### src/txv_pkg.sv
// shared constants and types of the text video fetch and dot path
// assumes a single 10 MHz system clock and no register bus
package txv_pkg;

  // ==========================================================================
  // glyph and character layout
  localparam int GLYPH_W = 8;
  localparam int CODE_W = 7;
  localparam int SCAN_W = 4;
  localparam int GLYPH_ADDR_W = CODE_W + SCAN_W;
  localparam int GAP_BIT = 7;

  // ==========================================================================
  // dot and character timing, in dots and character times
  localparam logic [3:0] CHAR_DOTS_80 = 4'ha;
  localparam logic [3:0] CHAR_DOTS_132 = 4'h9;
  localparam logic [2:0] HB_DELAY_80 = 3'h3;
  localparam logic [2:0] HB_DELAY_132 = 3'h5;
  localparam logic [2:0] HOLD_LAG = 3'h3;
  localparam logic [7:0] ADV_LEAD = 8'h03;

  // ==========================================================================
  // screen address counter and pointer bytes
  localparam int CNT_W = 12;
  localparam int MEM_ADDR_W = 15;
  localparam logic [11:0] CNT_RESET = 12'h000;
  localparam logic EXT_RESET = 1'b1;
  localparam int PTR_EXT_BIT = 4;
  localparam int PTR_ATTR_LSB = 5;

  // ==========================================================================
  // one character cell as it arrives at the character latch
  typedef struct packed {
    logic alt_set;
    logic reverse;
    logic [7:0] code;
  } txv_cell_t;

  // glyph rom selection travelling with a cell
  typedef struct packed {
    logic use_alt;
    logic force_fill;
    logic reverse;
  } txv_gsel_t;

endpackage

### src/txv_video_path.sv
// character fetch, glyph addressing, dot shifter and terminator logic
// assumes screen memory data and glyph rom data are synchronous to clk_sys;
// hold acknowledge, line buffer address bit 4 and other pins are asynchronous
`timescale 1ns/1ps
`default_nettype none

// Operation
// - glyph address is seven code bits above four scan count bits
// - glyph rom words are eight dot bits of one scan row
// - alternate set on fitted rom selects alternate rom, disables main
// - alternate set without alternate rom shows full lit, dark if reversed
// - load puts seven bits in shifter, eighth in gap flop, last dot first
// - shifter keeps its top bit at load so the previous last dot repeats
// - gap flop feeds serial input, filling one or two extra dots
// - horizontal blank forces gap flop output low
// - terminator compare uses only the seven code bits
// - each row ends with terminator then two pointer bytes
// - terminator blanks video and ends the hold request
// - pointer bit loads extension flop, top three bits give line attributes
// - pointer load before next character clock loads counters and attributes
// - pointer load comes from falling edge of hold request
// - terminate output low for exactly one character clock
// - terminator blank is black normally, background in reverse screen
// - terminate flop held cleared during horizontal blank
// - horizontal blank starts 3 or 5 characters after terminator, forces black
// - raw blank ends half a character early, resynchronised to character clock
// - hold request starts on scan zero or scroll zone, ends on terminator
// - hold request start lags blank start by three characters
// - fetch grant samples hold acknowledge on first bit 4 rise
// - address count starts one character before blank ends
// - vertical reset presets screen address to 2000H
module txv_video_path #(
  parameter int DOT_DIV = 1,
  parameter logic [7:0] HBLANK_CHARS = 8'h14,
  parameter logic [6:0] TERM_CODE = 7'h7f
) (
  input wire logic clk_sys,
  input wire logic rstn,
  input wire logic col132,
  input wire logic reverse_screen,
  input wire logic vertical_reset,
  input wire logic scan_zero,
  input wire logic new_scroll_zone,
  input wire logic [3:0] scan_count,
  input wire logic hold_acknowledge,
  input wire logic line_buffer_addr_bit4,
  input wire logic alt_rom_fitted,
  input wire txv_pkg::txv_cell_t cell_in,
  input wire logic [7:0] main_glyph_data,
  input wire logic [7:0] alt_glyph_data,
  output logic [10:0] glyph_addr,
  output logic main_rom_en,
  output logic alt_glyph_select_n,
  output logic shifter_load,
  output logic video_dot,
  output logic terminate_n,
  output logic hold_request,
  output logic fetch_grant,
  output logic mem_read_n,
  output logic mem_addr_oe,
  output logic [14:0] mem_addr,
  output logic fetch_address_advance,
  output logic pointer_load_n,
  output logic [2:0] line_attr,
  output logic hblank
);

  // ==========================================================================
  // pin synchronisers
  logic ack_s1_q, ack_s2_q, lba_s1_q, lba_s2_q, lba_s3_q;
  logic vrst_s1_q, vrst_s2_q, zero_s1_q, zero_s2_q;
  logic scr_s1_q, scr_s2_q, scr_s3_q, fit_s1_q, fit_s2_q;

  always_ff @(posedge clk_sys) begin
    if (!rstn) begin
      {ack_s1_q, ack_s2_q, lba_s1_q, lba_s2_q, lba_s3_q} <= 5'h00;
      {vrst_s1_q, vrst_s2_q, zero_s1_q, zero_s2_q} <= 4'h0;
      {scr_s1_q, scr_s2_q, scr_s3_q, fit_s1_q, fit_s2_q} <= 5'h00;
    end else begin
      ack_s1_q <= hold_acknowledge;
      ack_s2_q <= ack_s1_q;
      lba_s1_q <= line_buffer_addr_bit4;
      lba_s2_q <= lba_s1_q;
      lba_s3_q <= lba_s2_q;
      vrst_s1_q <= vertical_reset;
      vrst_s2_q <= vrst_s1_q;
      zero_s1_q <= scan_zero;
      zero_s2_q <= zero_s1_q;
      scr_s1_q <= new_scroll_zone;
      scr_s2_q <= scr_s1_q;
      scr_s3_q <= scr_s2_q;
      fit_s1_q <= alt_rom_fitted;
      fit_s2_q <= fit_s1_q;
    end
  end

  // ==========================================================================
  // dot and character enables
  logic [7:0] div_q;
  logic [3:0] dot_cnt_q;
  logic dot_en, char_en, half_char;
  logic [3:0] char_dots;

  assign char_dots = col132 ? txv_pkg::CHAR_DOTS_132 : txv_pkg::CHAR_DOTS_80;
  assign dot_en = (div_q == 8'(DOT_DIV - 1));
  assign char_en = dot_en && (dot_cnt_q == char_dots - 4'h1);
  assign half_char = dot_en && (dot_cnt_q == (char_dots >> 1));

  always_ff @(posedge clk_sys) begin
    if (!rstn) begin
      div_q <= 8'h00;
      dot_cnt_q <= 4'h0;
    end else begin
      div_q <= dot_en ? 8'h00 : div_q + 8'h01;
      if (char_en) begin
        dot_cnt_q <= 4'h0;
      end else if (dot_en) begin
        dot_cnt_q <= dot_cnt_q + 4'h1;
      end
    end
  end

  // ==========================================================================
  // character latches and glyph rom addressing
  txv_pkg::txv_cell_t c1_q, c2_q;
  txv_pkg::txv_gsel_t gsel_q;
  logic [7:0] glyph;

  always_ff @(posedge clk_sys) begin
    if (!rstn) begin
      c1_q <= '0;
      c2_q <= '0;
      gsel_q <= '0;
      glyph_addr <= 11'h000;
      main_rom_en <= 1'b1;
      alt_glyph_select_n <= 1'b1;
    end else if (char_en) begin
      c1_q <= cell_in;
      c2_q <= c1_q;
      glyph_addr <= {c1_q.code[6:0], scan_count};
      gsel_q.use_alt <= c1_q.alt_set && fit_s2_q;
      gsel_q.force_fill <= c1_q.alt_set && !fit_s2_q;
      gsel_q.reverse <= c1_q.reverse;
      alt_glyph_select_n <= !(c1_q.alt_set && fit_s2_q);
      main_rom_en <= !(c1_q.alt_set && fit_s2_q);
    end
  end

  always_comb begin
    if (gsel_q.force_fill) begin
      glyph = gsel_q.reverse ? 8'h00 : 8'hff;
    end else if (gsel_q.use_alt) begin
      glyph = alt_glyph_data;
    end else begin
      glyph = main_glyph_data;
    end
  end

  // ==========================================================================
  // dot shifter with gap flop
  logic [7:0] shreg_q;
  logic gap_q, dot_q, hb_raw_q;

  always_ff @(posedge clk_sys) begin
    if (!rstn) begin
      shreg_q <= 8'h00;
      gap_q <= 1'b0;
      dot_q <= 1'b0;
      shifter_load <= 1'b0;
    end else begin
      shifter_load <= char_en;
      if (char_en) begin
        shreg_q <= {shreg_q[7], glyph[6:0]};
        gap_q <= glyph[txv_pkg::GAP_BIT];
        dot_q <= shreg_q[7];
      end else if (dot_en) begin
        shreg_q <= {shreg_q[6:0], gap_q && !hb_raw_q};
        dot_q <= shreg_q[7];
      end
    end
  end

  // ==========================================================================
  // terminator detect and horizontal blank
  logic term_match, term_hit, term_ff_q, hb_sync_q;
  logic [2:0] hb_pend_q, lag_q;
  logic [7:0] hb_left_q;
  logic [7:0] ptr_lo_q, ptr_hi_q;

  assign term_match = (c2_q.code[6:0] == TERM_CODE);
  assign term_hit = char_en && term_match && !hb_raw_q;

  always_ff @(posedge clk_sys) begin
    if (!rstn) begin
      term_ff_q <= 1'b0;
      terminate_n <= 1'b1;
      ptr_lo_q <= 8'h00;
      ptr_hi_q <= 8'h00;
    end else begin
      if (hb_raw_q) begin
        term_ff_q <= 1'b0;
      end else if (term_hit) begin
        term_ff_q <= 1'b1;
      end
      if (term_hit) begin
        terminate_n <= 1'b0;
        ptr_lo_q <= c1_q.code;
        ptr_hi_q <= cell_in.code;
      end else if (char_en) begin
        terminate_n <= 1'b1;
      end
    end
  end

  always_ff @(posedge clk_sys) begin
    if (!rstn) begin
      hb_pend_q <= 3'h0;
      hb_left_q <= 8'h00;
      hb_raw_q <= 1'b0;
      hb_sync_q <= 1'b0;
    end else begin
      if (term_hit) begin
        hb_pend_q <= col132 ? txv_pkg::HB_DELAY_132 : txv_pkg::HB_DELAY_80;
      end else if (char_en && hb_pend_q != 3'h0) begin
        hb_pend_q <= hb_pend_q - 3'h1;
      end
      if (char_en && hb_pend_q == 3'h1) begin
        hb_raw_q <= 1'b1;
        hb_left_q <= HBLANK_CHARS;
      end else if (hb_raw_q && hb_left_q == 8'h01 && half_char) begin
        hb_raw_q <= 1'b0;
      end else if (hb_raw_q && char_en && hb_left_q != 8'h01) begin
        hb_left_q <= hb_left_q - 8'h01;
      end
      // the rise is already on a character edge, so only the mid-character fall needs resync
      if (char_en && hb_pend_q == 3'h1) begin
        hb_sync_q <= 1'b1;
      end else if (char_en) begin
        hb_sync_q <= hb_raw_q;
      end
    end
  end

  // ==========================================================================
  // hold request, fetch grant and address advance
  logic scroll_q, lba_seen_q, adv_win_q, hold_d1_q, adv, hold_start;

  assign hold_start = char_en && lag_q == 3'h1 && (zero_s2_q || scroll_q) && !term_ff_q;
  assign adv = char_en && hold_request && adv_win_q;

  always_ff @(posedge clk_sys) begin
    if (!rstn) begin
      lag_q <= 3'h0;
      scroll_q <= 1'b0;
      hold_request <= 1'b0;
      adv_win_q <= 1'b0;
    end else begin
      if (char_en && hb_pend_q == 3'h1) begin
        lag_q <= txv_pkg::HOLD_LAG;
      end else if (char_en && lag_q != 3'h0) begin
        lag_q <= lag_q - 3'h1;
      end
      if (scr_s2_q && !scr_s3_q) begin
        scroll_q <= 1'b1;
      end else if (hold_start) begin
        scroll_q <= 1'b0;
      end
      if (term_hit) begin
        hold_request <= 1'b0;
      end else if (hold_start) begin
        hold_request <= 1'b1;
      end
      if (term_hit) begin
        adv_win_q <= 1'b0;
      end else if (char_en && hb_raw_q && hb_left_q == txv_pkg::ADV_LEAD) begin
        adv_win_q <= 1'b1;
      end
    end
  end

  always_ff @(posedge clk_sys) begin
    if (!rstn) begin
      lba_seen_q <= 1'b0;
      fetch_grant <= 1'b0;
      mem_read_n <= 1'b1;
      mem_addr_oe <= 1'b0;
      fetch_address_advance <= 1'b0;
    end else begin
      fetch_address_advance <= adv;
      if (!hold_request) begin
        lba_seen_q <= 1'b0;
        fetch_grant <= 1'b0;
        mem_read_n <= 1'b1;
        mem_addr_oe <= 1'b0;
      end else if (lba_s2_q && !lba_s3_q && !lba_seen_q) begin
        lba_seen_q <= 1'b1;
        fetch_grant <= ack_s2_q;
        mem_read_n <= !ack_s2_q;
        mem_addr_oe <= ack_s2_q;
      end
    end
  end

  // ==========================================================================
  // screen address counter and pointer load
  logic [11:0] cnt_q;
  logic ext_q;

  always_ff @(posedge clk_sys) begin
    if (!rstn) begin
      hold_d1_q <= 1'b0;
      pointer_load_n <= 1'b1;
      cnt_q <= txv_pkg::CNT_RESET;
      ext_q <= txv_pkg::EXT_RESET;
      line_attr <= 3'h0;
      mem_addr <= {!txv_pkg::EXT_RESET, txv_pkg::EXT_RESET, 1'b0, txv_pkg::CNT_RESET};
    end else begin
      hold_d1_q <= hold_request;
      pointer_load_n <= !(hold_d1_q && !hold_request);
      if (vrst_s2_q) begin
        cnt_q <= txv_pkg::CNT_RESET;
        ext_q <= txv_pkg::EXT_RESET;
      end else if (hold_d1_q && !hold_request) begin
        cnt_q <= {ptr_hi_q[3:0], ptr_lo_q};
        ext_q <= ptr_hi_q[txv_pkg::PTR_EXT_BIT];
        line_attr <= ptr_hi_q[7:txv_pkg::PTR_ATTR_LSB];
      end else if (adv) begin
        cnt_q <= cnt_q + 12'h001;
      end
      mem_addr <= {!ext_q, ext_q, 1'b0, cnt_q};
    end
  end

  // ==========================================================================
  // video output
  always_ff @(posedge clk_sys) begin
    if (!rstn) begin
      video_dot <= 1'b0;
      hblank <= 1'b0;
    end else begin
      hblank <= hb_sync_q;
      if (dot_en) begin
        if (hb_sync_q) begin
          video_dot <= 1'b0;
        end else if (term_ff_q) begin
          video_dot <= reverse_screen;
        end else begin
          video_dot <= dot_q ^ reverse_screen;
        end
      end
    end
  end

  // ==========================================================================
  // assertions
  property p_glyph_addr;
    @(posedge clk_sys) disable iff (!rstn)
    char_en |=> glyph_addr == {$past(c1_q.code[6:0]), $past(scan_count)};
  endproperty
  a_glyph_addr: assert property (p_glyph_addr) else $error("glyph address mismatch");

  property p_force_fill;
    @(posedge clk_sys) disable iff (!rstn)
    char_en && gsel_q.force_fill |=> shreg_q[6:0] == ($past(gsel_q.reverse) ? 7'h00 : 7'h7f);
  endproperty
  a_force_fill: assert property (p_force_fill) else $error("missing alt rom fill wrong");

  property p_first_dot;
    @(posedge clk_sys) disable iff (!rstn)
    char_en |=> shreg_q[7] == dot_q;
  endproperty
  a_first_dot: assert property (p_first_dot) else $error("previous last dot not repeated");

  property p_gap_in;
    @(posedge clk_sys) disable iff (!rstn)
    dot_en && !char_en |=> shreg_q[0] == $past(gap_q && !hb_raw_q);
  endproperty
  a_gap_in: assert property (p_gap_in) else $error("gap bit not shifted in");

  property p_term_ends_hold;
    @(posedge clk_sys) disable iff (!rstn)
    term_hit |=> !hold_request && !terminate_n ##1 pointer_load_n == !$past(hold_request, 2);
  endproperty
  a_term_ends_hold: assert property (p_term_ends_hold) else $error("terminator did not end hold");

  property p_term_one_char;
    @(posedge clk_sys) disable iff (!rstn)
    !terminate_n && char_en |=> terminate_n;
  endproperty
  a_term_one_char: assert property (p_term_one_char) else $error("terminate held too long");

  property p_ptr_load;
    @(posedge clk_sys) disable iff (!rstn)
    $fell(hold_request) |=> !pointer_load_n ##1 pointer_load_n;
  endproperty
  a_ptr_load: assert property (p_ptr_load) else $error("pointer load pulse wrong");

  property p_grant_clear;
    @(posedge clk_sys) disable iff (!rstn)
    !hold_request |=> !fetch_grant && mem_read_n;
  endproperty
  a_grant_clear: assert property (p_grant_clear) else $error("grant outlived hold");

  property p_vreset;
    @(posedge clk_sys) disable iff (!rstn)
    vrst_s2_q |=> cnt_q == 12'h000 && ext_q ##1 mem_addr == 15'h2000;
  endproperty
  a_vreset: assert property (p_vreset) else $error("vertical reset preset wrong");

  property p_hold_start;
    @(posedge clk_sys) disable iff (!rstn)
    $rose(hold_request) |-> $past(!term_ff_q) && $past(lag_q) == 3'h1;
  endproperty
  a_hold_start: assert property (p_hold_start) else $error("hold started at wrong time");

  c_hold: cover property (@(posedge clk_sys) disable iff (!rstn) $rose(hold_request));
  c_grant: cover property (@(posedge clk_sys) disable iff (!rstn) $rose(fetch_grant));
  c_ptr: cover property (@(posedge clk_sys) disable iff (!rstn) !pointer_load_n);
  c_term: cover property (@(posedge clk_sys) disable iff (!rstn) term_hit);

endmodule

`default_nettype wire

### config.mk
export PLATFORM = sky130hd
export DESIGN_NAME = txv_video_path
export DESIGN_NICKNAME = d
export VERILOG_FILES = /design/src/txv_pkg.sv /design/src/txv_video_path.sv
export SDC_FILE = /design/constraint.sdc
export NUM_CORES = 1
export LEC_CHECK = 0
export BUFFER_PORTS_ARGS = -buffer_cell sky130_fd_sc_hd__buf_4
export CORE_MARGIN = 4
export CORE_UTILIZATION = 61
export CTS_CLUSTER_DIAMETER = 50
export DETAILED_ROUTE_END_ITERATION = 10
export PLACE_DENSITY = 0.87
export SLEW_MARGIN = 20
export SYNTH_ARGS = -nofsm -noshare
export SYNTH_HDL_FRONTEND = slang
export SYNTH_SLANG_ARGS = --single-unit
### constraint.sdc
create_clock -name clk_sys -period 4.4 [get_ports clk_sys]
set_input_delay 0.88 -clock clk_sys [delete_from_list [all_inputs] [get_ports clk_sys]]
set_output_delay 0.88 -clock clk_sys [all_outputs]
set_load 0.05 [all_outputs]
==> reports/summary.md <==
* **clock share of power** 0.501
* **fill cell total of the finished layout** 599
* **cells resized by post-CTS repair** 0
* **final setup vio count** 0
* **Core Box Area** 0.00881 mm^2
* **worst-case vdd ir drop** 294 uV
* **total via count after detailed routing** 4,849
* **post-synth cell types** 59
* **GR Overflow Total** 0
* **status** completed
* **vias in the first global route** 4,742
* **Post-route DRC** 0
* **die outline height** 104 um
* **Least-Margin Pin Slew** 856 ps
* **total of hold buffers inserted after clock tree synthesis** 0
* **cell type group with the largest total delay on the critical path** simple AND/OR/NAND/NOR gates
* **initial core utilization** 0.633
* **largest stage delay on the critical path** 520 ps
* **WP buf/inv** 2
* **Worst Path Class, Setup** flop to flop
* **wire per inst** 16.5 um
* **number of buffers created by CTS** 17
* **vias per std cell** 6.00
* **Arr. time, crit path** 3000 ps
* **number of max-slew violations in the final report** 0
* **number of maximum-capacitance violations** 0
* **clock tree from TritonCTS** yes
* **signed area change from the synthesized netlist to the final layout** 21.2%
* **Synthesis Warnings** 0
* **Pre-antenna DRT Iters** 5
* **Max Fclk** 0.385 GHz
* **boundary pin count** 81
* **synthesized instance count** 619
* **Tot GR Track Use** 0.253
* **required time at the endpoint of the critical path** 4800 ps
* **count of endpoints failing hold in the final timing report** 0
* **iteration-0 DRC count of the detailed router** 346
* **cell internal power dissipation** 2.10 mW
* **part of the power in registers** 0.467
* **total design power** 2.69 mW
* **crit end category** flop
* **total number of nets in the final design** 740
* **proportion of power drawn by combinational gates** 0.032
* **Synthesized Nets** 672
* **Power per Cell Area** 399 mW/mm^2
* **clock transition at the registers of the reported paths** 60 ps
* **cell taking the most area after synthesis** sky130_fd_sc_hd__dfxtp_1
* **leading cell types by total area after synthesis** sky130_fd_sc_hd__dfxtp_1 49%, sky130_fd_sc_hd__a21oi_1 5.7%, sky130_fd_sc_hd__nand2_1 5.6%
* **leak pwr** 2.57 nW
* **CP max-delay cell** sky130_fd_sc_hd__or4b_4
* **netlist area before placement** 0.00557 mm^2
* **share of layout cells above drive strength 1** 0.194
* **DRT Wirelength** 13,300 um
* **# port buffers** 79
* **antenna violations before repair** 0
* **most used flip-flop cell after synthesis** sky130_fd_sc_hd__dfxtp_1
* **proportion of register bits with asynchronous set or reset after synthesis** 0
* **flip-flop and latch count after synthesis** 137
* **clk_lat worst skew** 520 ps
* **mean area per synthesized cell** 9.01 um^2
* **antenna-violating nets left** 0
* **final standard cell utilization of the core** 0.767
* **global-route wire length before repair** 22,500 um
* **Die W** 104 um
* **worst relative slew slack** 0.426
* **top cell type's share of synthesized area** 0.492
* **Worst Clk Skew** 11.0 ps
* **Seq/Total Area, Yosys** 0.492
* **final weighted congestion of routability-driven global placement** 0.852
* **cells along the critical path** inv_1, ha_1, or4b_4, nor4_4, buf_4, a21oi_2, a22o_1
* **number of buffers added for setup after CTS** 0
* **die area** 0.0107 mm^2
* **Switch Pwr** 0.594 mW
* **path category of the worst min-delay check** flop to flop
* **fraction of power spent switching nets** 0.221
* **number of synthesized flops with an enable pin** 0
* **H-Tree Depth** 4
* **diode count** 0
* **minimum clock period** 2600 ps
* **maximum number of pins on one net before global-route repair** 53
* **final setup TNS** 0 ps
* **setup repair after global routing missed its margin** false
* **Critical Path Fanout Max** 52
* **Critical Path Start Type** flop
* **Num Clock Sinks** 137
* **estimated wirelength of the detail-placed design** 9010 um
* **root cell of the clock tree** sky130_fd_sc_hd__clkbuf_8
* **share of the clock period used by the worst path** 0.591
* **number of rows created at floorplan** 34
* **number of buffers on the longest clock path** 2
## final timing paths
check                           slack, ps  cells past startpoint      from          end
worst max register to register       1800                      7  div_q[0]  ptr_hi_q[2]
worst min-delay path                  440                      1  lba_s1_q     lba_s2_q
worst max-delay path                 1800                      7  div_q[0]  ptr_hi_q[2]
worst min register to register        440                      1  lba_s1_q     lba_s2_q
## registers in the layout, indices dropped and copies added, names as in the netlist, 3 cells and up
signal and count:
mem_addr 14, cnt_q 12, glyph_addr 11, c1_q 10
div_q 8, hb_left_q 8, ptr_hi_q 8, ptr_lo_q 8
shreg_q 8, dot_cnt_q 4, gsel_q 3, hb_pend_q 3
lag_q 3, line_attr 3
## cells in the mapped netlist, drive strengths merged (8+ instances only)
cell,instances
clkbuf,27
dfxtp,137
and2,31
nand2,83
nor3,8
nand3,26
o211ai,8
a21oi,65
or4,10
inv,19
nor2,24
buf,9
ha,13
a22o,16
o21ai,26
a31oi,12
## layout make-up
| cell class | count | area (um^2) | share of cell area |
|---|---|---|---|
| Clock buffer | 18 | 418 | 0.0619 |
| Clock inverter | 14 | 151 | 0.0224 |
| Inverter | 20 | 75.1 | 0.0111 |
| Multi-Input combinational cell | 426 | 2600 | 0.384 |
| Sequential cell | 137 | 2740 | 0.406 |
| Tap cell | 108 | 135 | 0.0200 |
| Timing Repair Buffer | 85 | 638 | 0.0944 |
## logic make-up (layout without fill, tap and decap cells)
logic type,after synthesis,after routing,share of synthesized area
adder cells (fa/ha/maj),13,13,0.0292
AND/OR/NAND/NOR,236,236,0.224
buffers and inverters,56,137,0.0422
multiplexers,7,7,0.0141
flip-flops,137,137,0.492
XOR/XNOR,11,11,0.0173
AO/OA/AOI/OAI,158,158,0.180
other,1,1,0.000673
## layout by cell type (no fill, tap or decap), types with 4 or more instances in the layout
cell,instances
sky130_fd_sc_hd__inv_1,19
sky130_fd_sc_hd__a21oi_1,64
sky130_fd_sc_hd__ha_1,13
sky130_fd_sc_hd__a31oi_1,12
sky130_fd_sc_hd__xor2_1,7
sky130_fd_sc_hd__and2_1,30
sky130_fd_sc_hd__nor3b_1,4
sky130_fd_sc_hd__nor3_1,7
sky130_fd_sc_hd__dfxtp_1,137
sky130_fd_sc_hd__nand4_1,7
sky130_fd_sc_hd__nand3_1,26
sky130_fd_sc_hd__or3_1,5
sky130_fd_sc_hd__and3_1,5
sky130_fd_sc_hd__o31ai_1,6
sky130_fd_sc_hd__mux2_2,7
sky130_fd_sc_hd__clkbuf_16,16
sky130_fd_sc_hd__xnor2_1,4
sky130_fd_sc_hd__buf_4,85
sky130_fd_sc_hd__nor2_1,24
sky130_fd_sc_hd__nand2b_1,6
sky130_fd_sc_hd__a22o_1,16
sky130_fd_sc_hd__or4_1,10
sky130_fd_sc_hd__clkinv_4,6
sky130_fd_sc_hd__o21ai_0,25
sky130_fd_sc_hd__nand4b_1,5
sky130_fd_sc_hd__nor2b_1,6
sky130_fd_sc_hd__nand2_1,83
sky130_fd_sc_hd__o211ai_1,8
## per-stage QoR
step	cell area, um^2	setup slack (ps)	hold WS (ps)	cells
after floorplan	5570	2150	412	619
after global placement	6190	1740	428	776
after detailed placement	6190	1630	419	776
after CTS	6760	1820	443	808
after global routing	6760	1630	454	808
final	6760	1800	438	808
## power groups by stage
stage	Sequential, mW	Combinational, mW	Clock (mW)
after floorplan	1.28	0.0431	0
after global placement	1.28	0.0820	0
after detailed placement	1.28	0.0838	0
after CTS	1.26	0.0849	1.36
after global routing	1.26	0.0931	1.42
final	1.26	0.0853	1.35
## worst register-to-register path: stages, from the launching register on
cell                      delay (ps)
sky130_fd_sc_hd__dfxtp_1         350
sky130_fd_sc_hd__inv_1            70
sky130_fd_sc_hd__ha_1            170
sky130_fd_sc_hd__or4b_4          520
sky130_fd_sc_hd__nor4_4          280
sky130_fd_sc_hd__buf_4           500
sky130_fd_sc_hd__a21oi_2         330
sky130_fd_sc_hd__a22o_1          270
## layer usage
metal / share of wire / GRT usage / vias up
met2: 0.49 / 0.415 / 181
li1: - / - / 2347
met1: 0.42 / 0.318 / 2296
met4: 0.019 / 0.0988 / 0
met3: 0.069 / 0.0684 / 25
met5: 0 / 0 / -
Note: power is estimated with default switching activity, not from simulation.
